===== src/irs_defines.vh =====
// constants of the initial reset sequencer: timing, register map, reset values
// assumes a single 200 MHz system clock and a 32.768 kHz low-speed rate made by division
//
// Overview of operation
// Reset pin, key-group low or supply monitor each hold CPU and peripherals in reset.
// After release, the reset vector is read at addresses 0 and 1, then execution starts.
// Key group is a build option: none, keys 0-1, keys 0-2 or keys 0-3.
// Outside bypass, the chosen keys must stay low two seconds before reset asserts.
// In sleep or stabilization wait, key-group low resets at once, without qualification.
// With monitor option, four low samples assert reset until supply reaches level 2.
// At power-on with monitor option, reset holds until a sample reads level 2 or more.
// After reset release, CPU start waits 8192 low-speed cycles for oscillator stabilization.
// With monitor option, a further 248 low-speed cycles of sampling wait are added.
// Key reset in sleep: CPU starts after keys release, then the normal waits.
// Key reset outside sleep is a 64-cycle pulse; CPU restarts even with keys low.
// Reset clears the six arithmetic flags and sets both interrupt mask flags.
// Reset loads new code bank with 01 and the three expand pages with 00.
// Vector fetch loads the program counter and copies new code bank into current bank.
// Internal RAM and display memory are not touched by reset.
// Board circuit must give the first power-on reset through the reset pin.
// System must not pull all chosen keys low together in normal operation.
// Monitor busy status reads 1 after reset until the first sample completes; the code sets busy only after srst, not after pin, key or monitor resets.
// Sources are ORed and the request is synchronized to the low-speed rate.
`ifndef IRS_DEFINES_VH
`define IRS_DEFINES_VH

// rates and times
`define IRS_CLK_HZ 200000000
`define IRS_LS_HZ 32768
`define IRS_LS_DIV ((`IRS_CLK_HZ + `IRS_LS_HZ - 1) / `IRS_LS_HZ)
`define IRS_KEY_QUAL_S 2
`define IRS_KEY_QUAL_TICKS (`IRS_KEY_QUAL_S * `IRS_LS_HZ)
`define IRS_OSC_WAIT_TICKS 8192
`define IRS_SVD_WAIT_TICKS 248
`define IRS_KEY_PULSE_TICKS 7'h40
`define IRS_SVD_LOW_RUN 3'h4

// register map (byte addresses)
`define IRS_ADDR_STATUS 4'h0
`define IRS_ADDR_CAUSE 4'h4
`define IRS_ADDR_PC_LO 4'h8
`define IRS_ADDR_PC_HI 4'hc

// status fields
`define IRS_ST_BUSY 0
`define IRS_ST_CPU_RESET 1
`define IRS_ST_SVD_TRIP 2
`define IRS_ST_KEY_LOW 3

// cause fields
`define IRS_CA_PIN 0
`define IRS_CA_KEY 1
`define IRS_CA_SVD 2

// cpu reset values
`define IRS_FLAGS_RESET 8'hc0
`define IRS_NB_RESET 8'h01
`define IRS_EP_RESET 8'h00
`define IRS_VEC_ADDR_LO 24'h000000
`define IRS_VEC_ADDR_HI 24'h000001

`endif


===== src/initial_reset_sequencer.v =====
// initial reset sequencer: merges reset sources, runs the start-up waits and the vector fetch
// assumes pins arrive asynchronously; sleep, monitor samples and vector data are on clk
//
// The plain strobed port and the register addresses were left to the implementer.
`timescale 1ns/100ps
`include "irs_defines.vh"

module initial_reset_sequencer #(
   parameter LS_DIV = `IRS_LS_DIV,
   parameter QUAL_TICKS = `IRS_KEY_QUAL_TICKS,
   parameter OSC_TICKS = `IRS_OSC_WAIT_TICKS,
   parameter [1:0] KEY_GROUP = 2'h3,
   parameter SVD_OPT = 1
) (
   input wire clk,
   input wire srst,
   input wire reset_pin_n,
   input wire key_pin_0,
   input wire key_pin_1,
   input wire key_pin_2,
   input wire key_pin_3,
   input wire sleep_active,
   input wire svd_sample_stb,
   input wire svd_below_l0,
   input wire svd_at_l2,
   input wire [7:0] vec_data,
   output reg vec_rd_r,
   output reg [23:0] vec_addr_r,
   output reg cpu_reset_r,
   output reg cpu_start_r,
   output reg [15:0] pc_init_r,
   output reg [7:0] cpu_flags_r,
   output reg [7:0] new_code_bank_r,
   output reg [7:0] current_code_bank_r,
   output reg [7:0] expand_page_r,
   output reg [7:0] expand_page_x_r,
   output reg [7:0] expand_page_y_r,
   output wire svd_busy,
   input wire [3:0] reg_addr,
   input wire [7:0] reg_wdata,
   input wire reg_wr,
   input wire reg_rd,
   output reg [7:0] reg_rdata_r
);

   // ****************************************************************
   // declarations
   // ****************************************************************
   localparam CW = 17;
   localparam [2:0] ST_HOLD = 3'h0;
   localparam [2:0] ST_OSC = 3'h1;
   localparam [2:0] ST_SVD = 3'h2;
   localparam [2:0] ST_VLO = 3'h3;
   localparam [2:0] ST_VHI = 3'h4;
   localparam [2:0] ST_LOAD = 3'h5;
   localparam [2:0] ST_RUN = 3'h6;

   reg [2:0] state_r;
   reg [2:0] state_nxt;
   reg [CW-1:0] wait_r;
   reg [CW-1:0] wait_nxt;
   reg [12:0] div_r;
   reg ls_tick_r;
   reg pin_s1_r;
   reg pin_s2_r;
   reg [3:0] key_s1_r;
   reg [3:0] key_s2_r;
   reg [CW-1:0] qual_r;
   reg [6:0] pulse_r;
   reg fired_r;
   reg key_hold_r;
   reg [2:0] low_run_r;
   reg svd_trip_r;
   reg svd_good_r;
   reg first_done_r;
   reg req_ls_r;
   reg [2:0] cause_r;
   reg [7:0] vec_lo_r;
   wire [3:0] key_raw;
   wire [3:0] key_mask;
   wire key_low;
   wire bypass;
   wire key_pulse;
   wire req_comb;

   assign key_raw = {key_pin_3, key_pin_2, key_pin_1, key_pin_0};

   // key group select
   assign key_mask = (KEY_GROUP == 2'h1) ? 4'h3 :
                     (KEY_GROUP == 2'h2) ? 4'h7 :
                     (KEY_GROUP == 2'h3) ? 4'hf : 4'h0;

   // ****************************************************************
   // pin synchronisers
   // ****************************************************************
   // two flops per key pin; the first flop feeds only the second
   genvar gi;
   generate
      for (gi = 0; gi < 4; gi = gi + 1) begin : g_key
         always @(posedge clk) begin
            if (srst) begin
               key_s1_r[gi] <= 1'b1;
               key_s2_r[gi] <= 1'b1;
            end else begin
               key_s1_r[gi] <= key_raw[gi];
               key_s2_r[gi] <= key_s1_r[gi];
            end
         end
      end
   endgenerate

   // reset pin synchroniser, held low through srst so power-on counts as a pin reset
   always @(posedge clk) begin
      if (srst) begin
         pin_s1_r <= 1'b0;
         pin_s2_r <= 1'b0;
      end else begin
         pin_s1_r <= reset_pin_n;
         pin_s2_r <= pin_s1_r;
      end
   end

   // all chosen keys low at once
   assign key_low = (key_mask != 4'h0) && ((key_s2_r & key_mask) == 4'h0);

   // ****************************************************************
   // low-speed rate divider
   // ****************************************************************
   // one-cycle tick per low-speed period; rounding makes it a hair slow, never fast
   always @(posedge clk) begin
      if (srst) begin
         div_r <= 13'h0000;
         ls_tick_r <= 1'b0;
      end else begin
         ls_tick_r <= (div_r == 13'h0000);
         if (div_r == LS_DIV[12:0] - 13'h0001) begin
            div_r <= 13'h0000;
         end else begin
            div_r <= div_r + 13'h0001;
         end
      end
   end

   // ****************************************************************
   // key-group reset
   // ****************************************************************
   // bypass in sleep and in the stabilization wait
   assign bypass = sleep_active || (state_r == ST_OSC);
   assign key_pulse = (pulse_r != 7'h00);

   // immediate key reset; held until the keys are released
   // a press that already fired its pulse must not re-trip in the wait, so the cpu can start
   always @(posedge clk) begin
      if (srst) begin
         key_hold_r <= 1'b0;
      end else if (!key_low) begin
         key_hold_r <= 1'b0;
      end else if (bypass && !fired_r) begin
         key_hold_r <= 1'b1;
      end
   end

   // two-second qualifier; 64-tick pulse, fired once per press
   always @(posedge clk) begin
      if (srst) begin
         qual_r <= {CW{1'b0}};
         pulse_r <= 7'h00;
         fired_r <= 1'b0;
      end else begin
         if (!key_low || bypass || key_hold_r) begin
            qual_r <= {CW{1'b0}};
         end else if (ls_tick_r && !fired_r) begin
            qual_r <= qual_r + {{(CW-1){1'b0}}, 1'b1};
         end
         if (!key_low) begin
            fired_r <= 1'b0;
         end else if (ls_tick_r && !fired_r && !bypass && !key_hold_r &&
                      qual_r == QUAL_TICKS[CW-1:0] - {{(CW-1){1'b0}}, 1'b1}) begin
            fired_r <= 1'b1;
            pulse_r <= `IRS_KEY_PULSE_TICKS;
         end
         if (ls_tick_r && key_pulse) begin
            pulse_r <= pulse_r - 7'h01;
         end
      end
   end

   // ****************************************************************
   // supply monitor reset
   // ****************************************************************
   // four successive low samples trip, release at level 2
   always @(posedge clk) begin
      if (srst) begin
         low_run_r <= 3'h0;
         svd_trip_r <= 1'b0;
         svd_good_r <= 1'b0;
         first_done_r <= 1'b0;
      end else if (SVD_OPT != 0 && svd_sample_stb) begin
         // busy clears on the first completed sample
         first_done_r <= 1'b1;
         svd_good_r <= svd_at_l2;
         if (svd_below_l0) begin
            if (low_run_r != `IRS_SVD_LOW_RUN) begin
               low_run_r <= low_run_r + 3'h1;
            end
            if (low_run_r == `IRS_SVD_LOW_RUN - 3'h1) begin
               svd_trip_r <= 1'b1;
            end
         end else begin
            low_run_r <= 3'h0;
         end
         if (svd_at_l2) begin
            svd_trip_r <= 1'b0;
         end
      end
   end

   // busy status
   assign svd_busy = (SVD_OPT != 0) && !first_done_r;

   // ****************************************************************
   // request merge
   // ****************************************************************
   // sources ORed, then retimed to the low-speed tick
   assign req_comb = !pin_s2_r || key_hold_r || key_pulse || svd_trip_r;

   always @(posedge clk) begin
      if (srst) begin
         req_ls_r <= 1'b1;
      end else if (ls_tick_r) begin
         req_ls_r <= req_comb;
      end
   end

   // ****************************************************************
   // start-up sequence
   // ****************************************************************
   // waits advance on ticks, the vector fetch at full clock rate
   always @* begin
      state_nxt = state_r;
      wait_nxt = wait_r;
      case (state_r)
         ST_HOLD: begin
            // source removed, start the waits
            if (ls_tick_r && !req_ls_r) begin
               state_nxt = ST_OSC;
               wait_nxt = {CW{1'b0}};
            end
         end
         ST_OSC: begin
            // stabilization wait
            if (ls_tick_r) begin
               wait_nxt = wait_r + {{(CW-1){1'b0}}, 1'b1};
               if (wait_r == OSC_TICKS[CW-1:0] - {{(CW-1){1'b0}}, 1'b1}) begin
                  wait_nxt = {CW{1'b0}};
                  state_nxt = (SVD_OPT != 0) ? ST_SVD : ST_VLO;
               end
            end
         end
         ST_SVD: begin
            // sampling wait; stay until a sample shows level 2
            if (ls_tick_r) begin
               if (wait_r != `IRS_SVD_WAIT_TICKS) begin
                  wait_nxt = wait_r + {{(CW-1){1'b0}}, 1'b1};
               end else if (first_done_r && svd_good_r) begin
                  state_nxt = ST_VLO;
               end
            end
         end
         ST_VLO: state_nxt = ST_VHI;
         ST_VHI: state_nxt = ST_LOAD;
         ST_LOAD: state_nxt = ST_RUN;
         ST_RUN: state_nxt = ST_RUN;
         default: state_nxt = ST_HOLD;
      endcase
      // any synced request sends the sequence back to hold
      if (ls_tick_r && req_ls_r) begin
         state_nxt = ST_HOLD;
         wait_nxt = {CW{1'b0}};
      end
   end

   always @(posedge clk) begin
      if (srst) begin
         state_r <= ST_HOLD;
         wait_r <= {CW{1'b0}};
      end else begin
         state_r <= state_nxt;
         wait_r <= wait_nxt;
      end
   end

   // ****************************************************************
   // cpu register presets and vector fetch
   // ****************************************************************
   // only control registers here; ram and display memory are never written
   always @(posedge clk) begin
      if (srst) begin
         cpu_reset_r <= 1'b1;
         cpu_start_r <= 1'b0;
         vec_rd_r <= 1'b0;
         vec_addr_r <= `IRS_VEC_ADDR_LO;
         vec_lo_r <= 8'h00;
         pc_init_r <= 16'h0000;
         cpu_flags_r <= `IRS_FLAGS_RESET;
         new_code_bank_r <= `IRS_NB_RESET;
         current_code_bank_r <= 8'h00;
         expand_page_r <= `IRS_EP_RESET;
         expand_page_x_r <= `IRS_EP_RESET;
         expand_page_y_r <= `IRS_EP_RESET;
      end else begin
         cpu_reset_r <= (state_nxt != ST_RUN);
         cpu_start_r <= (state_r == ST_LOAD) && (state_nxt == ST_RUN);
         vec_rd_r <= (state_nxt == ST_VLO) || (state_nxt == ST_VHI);
         // low byte at address 0, high byte at address 1
         vec_addr_r <= (state_nxt == ST_VHI) ? `IRS_VEC_ADDR_HI : `IRS_VEC_ADDR_LO;
         if (state_r == ST_HOLD) begin
            // flag presets
            cpu_flags_r <= `IRS_FLAGS_RESET;
            // bank and page presets
            new_code_bank_r <= `IRS_NB_RESET;
            expand_page_r <= `IRS_EP_RESET;
            expand_page_x_r <= `IRS_EP_RESET;
            expand_page_y_r <= `IRS_EP_RESET;
         end
         if (state_r == ST_VHI) begin
            vec_lo_r <= vec_data;
         end
         // program counter from vector, bank copied
         if (state_r == ST_LOAD) begin
            pc_init_r <= {vec_data, vec_lo_r};
            current_code_bank_r <= new_code_bank_r;
         end
      end
   end

   // ****************************************************************
   // register port
   // ****************************************************************
   // cause flags are sticky; a write of 1 clears, but a live source wins
   always @(posedge clk) begin
      if (srst) begin
         cause_r <= 3'h0;
      end else begin
         if (reg_wr && reg_addr == `IRS_ADDR_CAUSE) begin
            cause_r <= cause_r & ~reg_wdata[2:0];
         end
         if (!pin_s2_r) begin
            cause_r[`IRS_CA_PIN] <= 1'b1;
         end
         if (key_hold_r || key_pulse) begin
            cause_r[`IRS_CA_KEY] <= 1'b1;
         end
         if (svd_trip_r) begin
            cause_r[`IRS_CA_SVD] <= 1'b1;
         end
      end
   end

   // read data stands only in the cycle after the strobe; unmapped reads give zero
   always @(posedge clk) begin
      if (srst) begin
         reg_rdata_r <= 8'h00;
      end else if (reg_rd) begin
         case (reg_addr)
            `IRS_ADDR_STATUS: reg_rdata_r <= {4'h0, key_low, svd_trip_r, cpu_reset_r, svd_busy};
            `IRS_ADDR_CAUSE: reg_rdata_r <= {5'h00, cause_r};
            `IRS_ADDR_PC_LO: reg_rdata_r <= pc_init_r[7:0];
            `IRS_ADDR_PC_HI: reg_rdata_r <= pc_init_r[15:8];
            default: reg_rdata_r <= 8'h00;
         endcase
      end else begin
         reg_rdata_r <= 8'h00;
      end
   end

endmodule


===== config.mk =====
export PLATFORM = sky130hd
export DESIGN_NAME = initial_reset_sequencer
export DESIGN_NICKNAME = d
export VERILOG_FILES = /design/src/initial_reset_sequencer.v
export VERILOG_INCLUDE_DIRS = /design/src
export SDC_FILE = /design/constraint.sdc
export NUM_CORES = 1
export LEC_CHECK = 0
export ABC_AREA = 1
export ABC_CLOCK_PERIOD_IN_PS = 4100
export BUFFER_PORTS_ARGS = -buffer_cell sky130_fd_sc_hd__buf_2
export CAP_MARGIN = 20
export CELL_PAD_IN_SITES_DETAIL_PLACEMENT = 2
export CELL_PAD_IN_SITES_GLOBAL_PLACEMENT = 2
export CORE_ASPECT_RATIO = 1.4
export CORE_MARGIN = 4
export CORE_UTILIZATION = 32
export DETAILED_ROUTE_END_ITERATION = 16
export PLACE_DENSITY_LB_ADDON = 0.1
export SETUP_SLACK_MARGIN = 0.4
export SLEW_MARGIN = 20
export SYNTH_ARGS = -nofsm -noshare
export SYNTH_HDL_FRONTEND = slang
export SYNTH_SLANG_ARGS = --single-unit

===== constraint.sdc =====
create_clock -name clk -period 4.1 [get_ports clk]
set_input_delay 0.82 -clock clk [delete_from_list [all_inputs] [get_ports clk]]
set_output_delay 0.82 -clock clk [all_outputs]
set_load 0.1 [all_outputs]

==> qor.yml, run 1 <==
status: "finished clean"
synthCells: 836
diodes: 0
yosysSeqAreaShare: 0.394
die_h_um: 169
htreeDepth: 4
syn_avg_cell_area_um2: 7.12
stdcell_count: 1151
slew_headroom: 0.666
drv_cap: 0
min_period_ns: 2.15
ios: 133
place_inst: 1119
initial_core_util: 0.328
cp-start-kind: "primary input"
insertion_delay_ns: 0.42
drive_gt1_frac: 0.147
final-setup-viol-count: 0
grt_overflow: 0
ant_nets: 0
numPortBuffers: 57
synth_area_um2: 5950
place_area_um2: 6200
route.vias.total: 5390
cts_buffers: 17
finalCritPeriodShare: 0.523
hold_viol: 0
holdWs_ns: 0.410
fin_util: 0.374
drtIter0Drc: 208
drt-vias-per-instance: 4.68
area_growth_syn_to_layout_pct: 13.9
rsz0062_at_grt: "no"
power.density_nw_per_um2: 495
clk_pin_slew_worst_paths_ns: 0.05
grt_max_degree: 36
arrival_ns: 2.46
fin_nets: 941
fmax_mhz: 466
cts_num_sinks: 117
firstDrtPassIters: 4
drv_slew: 0
dieArea_um2: 20900
tightestPinTransition_ns: 0.500
gp_congestion: 0.805
clockBufferDepth: 2
ir_drop_mv: 0.253
antenna_found_initial: 0
avgRoutedWirePerCell_um: 14.8
synth_cell_types: 41
routed_wl_um: 17100
die_w_um: 123
grt_pass1_vias: 5862
grt_usage: 0.170
required_ns: 4.41
grt_pass1_wl_um: 28200
fp-row-count: 58
cp-end-kind: "register"
worst-r2r-setup-slack_ns: 2.08
hpwl_um: 12900
finalSetupTns_ns: 0
drcViolationCount: 0
finClkSkew_ns: 0.00742
cts_tree: "built"
postCtsHoldBufs: 0
cts_root_buf: "clkbuf_16"
path_max_fanout: 26
core_area_um2: 18100
fin_area_um2: 6780
post_cts.repair.setup_buffers: 0
ys_seq_elements: 117
cts_resized: 0
yosys_warnings: 0
p_leak_nw: 2.86
path_class: "in -> reg"
holdCritPathClass: "reg -> reg"
synthesized netlist by cell type:
cell	number	area, µm²
and3_1	1	6.26
xor2_1	7	61.3
o21ai_1	5	25.0
a211oi_1	1	7.51
clkbuf_2	1	5.00
buf_2	1	5.00
and2_1	1	6.26
o211ai_1	2	15.0
nand2_1	129	484
buf_4	72	541
nand3b_1	1	7.51
nor2_2	5	31.3
nor3_1	13	65.1
o21ai_0	40	200
nand3_4	1	17.5
a21oi_2	1	8.76
buf_1	1	3.75
ha_1	10	125
nand3_1	55	275
a21oi_1	60	300
o21bai_1	3	22.5
conb_1	2	7.51
nor3b_1	1	7.51
nor2_4	4	45.0
dfxtp_1	117	2340
or2_2	11	68.8
nor4_2	1	12.5
buf_6	2	22.5
nor4_1	4	25.0
inv_2	8	30.0
o21bai_2	1	11.3
a31oi_1	2	12.5
nand4_1	16	100
nand2_4	1	11.3
clkbuf_1	7	26.3
inv_1	119	447
o21a_1	4	30.0
nand2_2	7	43.8
nor3_2	3	30.0
o22ai_1	11	68.8
nor2_1	105	394
cell type report:
cell class                 count  area (µm²)
tap                          240         300
inverter                     127         477
clock inverter                13         121
clock buffer                  19         453
sequential                   117        2340
fill                        2212       11400
multi-input combinational    576        2780
timing repair buffer          59         300
report_power, final:
| group | switching (mW) | internal (mW) | total [mW] | leakage, nW |
|---|---|---|---|---|
| registers | 0.0424 | 1.18 | 1.23 | 0.948 |
| clock network | 0.572 | 0.871 | 1.44 | 0.281 |
| logic | 0.549 | 0.138 | 0.687 | 1.63 |
logic make-up after synthesis:
kind of cell / synth area share
AND/OR/NAND/NOR: 0.274
other: 0.00126
flip-flops: 0.394
AO/OA/AOI/OAI: 0.118
buffers and inverters: 0.181
adder cells (fa/ha/maj): 0.0210
XOR/XNOR: 0.0103
metrics by stage:
stage / total power [mW] / worst slack, ns
global route: 3.52 / 1.74
global placement: 1.91 / 1.46
detailed placement: 1.94 / 1.39
finish: 3.36 / 1.95
floorplan: 1.87 / 2.36
CTS: 3.40 / 1.87
state kept, by name (all words and copies together) (netlist names), 3 cells and up:
signal       count
pulse_r          7
state_r          3
vec_lo_r         8
qual_r          17
key_s1_r         4
low_run_r        3
pc_init_r       16
key_s2_r         4
div_r           13
cause_r          3
reg_rdata_r      8
wait_r          17
worst max-delay path, stage by stage:
cell	delay, ns
buf_2	0.39
inv_1	0.31
nand2_1	0.36
inv_1	0.16
nand2_2	0.19
inv_2	0.10
nand2_1	0.08
nor2_1	0.05
worst paths after layout:
check | from | endpoint | cells past startpoint
hold reg to reg | key_s1_r[2]$_SDFF_PP1_ | key_s2_r[2]$_SDFF_PP1_ | 1
hold / removal | key_s1_r[2]$_SDFF_PP1_ | key_s2_r[2]$_SDFF_PP1_ | 1
setup / recovery | srst | wait_r[15]$_SDFFE_PP0P_ | 8
setup reg to reg | qual_r[5]$_SDFFE_PP0P_ | pulse_r[0]$_SDFFE_PP0P_ | 10
cells in the final DEF (no fill, tap or decap), types with 8 or more instances in the layout:
| cell type | instances |
|---|---|
| nor3_1 | 13 |
| conb_1 | 70 |
| nor2_1 | 105 |
| o22ai_1 | 11 |
| or2_2 | 11 |
| inv_1 | 119 |
| a21oi_1 | 60 |
| buf_2 | 57 |
| clkbuf_16 | 17 |
| nand3_1 | 55 |
| inv_2 | 8 |
| o21ai_0 | 40 |
| dfxtp_1 | 117 |
| nand2_1 | 129 |
| ha_1 | 10 |
| nand4_1 | 16 |
layer usage:
layer | share of wire | vias up | GRT usage
met5 | 0 | - | 0
met4 | 0.023 | 0 | 0.0636
met3 | 0.033 | 26 | 0.0343
met2 | 0.56 | 103 | 0.333
met1 | 0.38 | 2610 | 0.171
li1 | - | 2651 | -
No activity file was read; power rests on OpenSTA's default activity.
==> inputs of run 2 (changes only) <==
--- a/config.mk
+++ b/config.mk
@@ -7,14 +7,14 @@
 export NUM_CORES = 1
 export LEC_CHECK = 0
 export ABC_AREA = 1
-export ABC_CLOCK_PERIOD_IN_PS = 4100
+export ABC_CLOCK_PERIOD_IN_PS = 1770
 export BUFFER_PORTS_ARGS = -buffer_cell sky130_fd_sc_hd__buf_2
 export CAP_MARGIN = 20
 export CELL_PAD_IN_SITES_DETAIL_PLACEMENT = 2
 export CELL_PAD_IN_SITES_GLOBAL_PLACEMENT = 2
 export CORE_ASPECT_RATIO = 1.4
 export CORE_MARGIN = 4
-export CORE_UTILIZATION = 32
+export CORE_UTILIZATION = 27
 export DETAILED_ROUTE_END_ITERATION = 16
 export PLACE_DENSITY_LB_ADDON = 0.1
 export SETUP_SLACK_MARGIN = 0.4
==> constraint.sdc (replaced) <==
create_clock -name clk -period 1.77 [get_ports clk]
set_input_delay 0.354 -clock clk [delete_from_list [all_inputs] [get_ports clk]]
set_output_delay 0.354 -clock clk [all_outputs]
set_load 0.1 [all_outputs]
==> run 2 against run 1 <==
Effect of this change: non-clock buffer count increased by 90; first-iteration DRC count decreased by 31%; cell count increased by 13%; critical endpoint is now pulse_r[4]$_SDFFE_PP0P_; highest routed layer unchanged.
==> qor.yml, run 2 (synthesis results as in run 1) <==
status: "finished clean"
fin_nets: 1033
pwr-share-seq: 0.323
drv_cap: 0
finClkSkew_ns: 0.00575
crit_chain: "ha_4 -> nand3_4 -> nor4_4 -> ha_2 -> nand3_4 -> nor2_4 -> nor2_4 -> nand2_2 -> a21oi_2"
initial_core_util: 0.273
startpoint: "qual_r[1]$_SDFFE_PP0P_"
htreeDepth: 4
drive_gt1_frac: 0.429
grt_pass1_wl_um: 33200
insertion_delay_ns: 0.42
clockBufferDepth: 2
finalCritPeriodShare: 0.966
ant_nets: 0
die_h_um: 184
required_ns: 2.07
p_int_mw: 5.66
path_class: "reg -> reg"
cp_num_cells: 9
path_buf_inv: 0
worst-r2r-setup-slack_ns: 0.06
stdcell_count: 1300
cts_buffers: 17
hold_viol: 0
dieArea_um2: 24500
crit_family: "simple AND/OR/NAND/NOR gates"
p_leak_nw: 3.75
hpwl_um: 13800
postCtsHoldBufs: 0
power.density_nw_per_um2: 983
numPortBuffers: 57
fillerInstances: 2470
ios: 133
arrival_ns: 2.02
power_switching_mw: 3.16
grt_usage: 0.170
clk_pin_slew_worst_paths_ns: 0.06
diodes: 0
gp_congestion: 0.766
switching_share: 0.358
cp-end-kind: "register"
drt-vias-per-instance: 4.52
core_area_um2: 21800
place_inst: 1208
slowest_stage: "dfxtp_2"
min_period_ns: 1.71
endpoint: "pulse_r[4]$_SDFFE_PP0P_"
rsz0062_at_grt: "yes"
cts_num_sinks: 117
r2r-start: "qual_r[1]$_SDFFE_PP0P_"
grt_overflow: 0
routed_wl_um: 21900
avgRoutedWirePerCell_um: 16.8
firstDrtPassIters: 4
regToRegEndpoint: "pulse_r[4]$_SDFFE_PP0P_"
fp-row-count: 64
layout_commonest_cell: "nand2_1"
final_cell_mix: "nand2_1 (98), inv_1 (90), nor2_1 (77)"
antenna_found_initial: 0
die_w_um: 133
drv_slew: 0
clkPwrFrac: 0.386
ir_drop_mv: 0.654
cts_tree: "built"
holdWs_ns: 0.115
power_mw: 8.82
top_regs: "qual_r (17), wait_r (17), pc_init_r (16)"
cp-start-kind: "register"
path_max_fanout: 6
r2r_cells: 9
area_growth_syn_to_layout_pct: 50.8
fmax_mhz: 585
drtIter0Drc: 144
cpPeakStageDelay_ns: 0.35
cts_root_buf: "clkbuf_16"
grt_pass1_vias: 6420
pwr-share-comb: 0.292
route.vias.total: 5875
final-setup-viol-count: 0
holdCritPathClass: "in -> reg"
drcViolationCount: 0
grt_max_degree: 35
[run 2: changes by cell type in the layout (fill, tap and decap cells not counted), sizes merged]
cell / change
buf: +89
nor2: +1
clkbuf: +1
clkinv: +1
nand2: +1
inv: -1
[run 2: per-layer routing]
layer	global-route usage	share of wire	vias up
met5	0	0	-
met4	0.0576	0.029	0
met3	0.0342	0.030	45
met2	0.344	0.57	118
met1	0.171	0.37	2866
li1	-	-	2846
[run 2: worst register-to-register path: stages (launching register included)]
cell,delay (ns)
dfxtp_2,0.35
ha_4,0.16
nand3_4,0.10
nor4_4,0.29
ha_2,0.23
nand3_4,0.09
nor2_4,0.16
nor2_4,0.08
nand2_2,0.09
a21oi_2,0.06
[run 2: how the worst min path moves through the flow]
stage	startpoint	end	slack [ns]	cells past startpoint
6_report	key_pin_3	key_s1_r[3]$_SDFF_PP1_	0.12	2
5_1_grt	key_pin_1	key_s1_r[1]$_SDFF_PP1_	0.10	2
4_1_cts	key_pin_2	key_s1_r[2]$_SDFF_PP1_	0.1	2
3_5_place_dp	key_s1_r[3]$_SDFF_PP1_	key_s2_r[3]$_SDFF_PP1_	0.40	1
3_3_place_gp	key_s1_r[3]$_SDFF_PP1_	key_s2_r[3]$_SDFF_PP1_	0.39	1
2_1_floorplan	pin_s1_r$_SDFF_PP0_	pin_s2_r$_SDFF_PP0_	0.39	2
[run 2: stage by stage]
| step | area, µm² | utilization | setup TNS (ns) | setup slack (ns) |
|---|---|---|---|---|
| global placement | 6620 | 0.304 | 0 | 0.0411 |
| floorplan | 6310 | - | 0 | 0.265 |
| CTS | 8430 | 0.387 | 0 | 0.0797 |
| detailed placement | 6620 | 0.304 | -0.562 | -0.0801 |
| global route | 8970 | 0.412 | -0.214 | -0.0392 |
| finish | 8970 | 0.412 | 0 | 0.0595 |
[run 2: final cells by class]
class                      instances  area [µm²]  share of cell area
multi-input combinational        578        3630               0.405
clock buffer                      19         453              0.0505
clock inverter                    13         121              0.0135
inverter                         127         494              0.0551
sequential                       117        2440               0.272
timing repair buffer             149        1460               0.163
tap                              297         372              0.0414
[run 2: power by group through the flow]
stage                     logic (mW)  registers, mW  clock network [mW]
after detailed placement        1.73           2.89                   0
after CTS                       2.28           2.84                3.49
after floorplan                 1.48           2.87                   0
after global routing            2.75           2.86                3.64
final                           2.57           2.85                3.40
after global placement          1.66           2.88                   0
[run 2: repair_timing]
action,CTS,global route
cloned,3,1
setup endpoints to repair,106,100
resized for setup,240,129
setup buffers,43,13
pin swaps,56,46
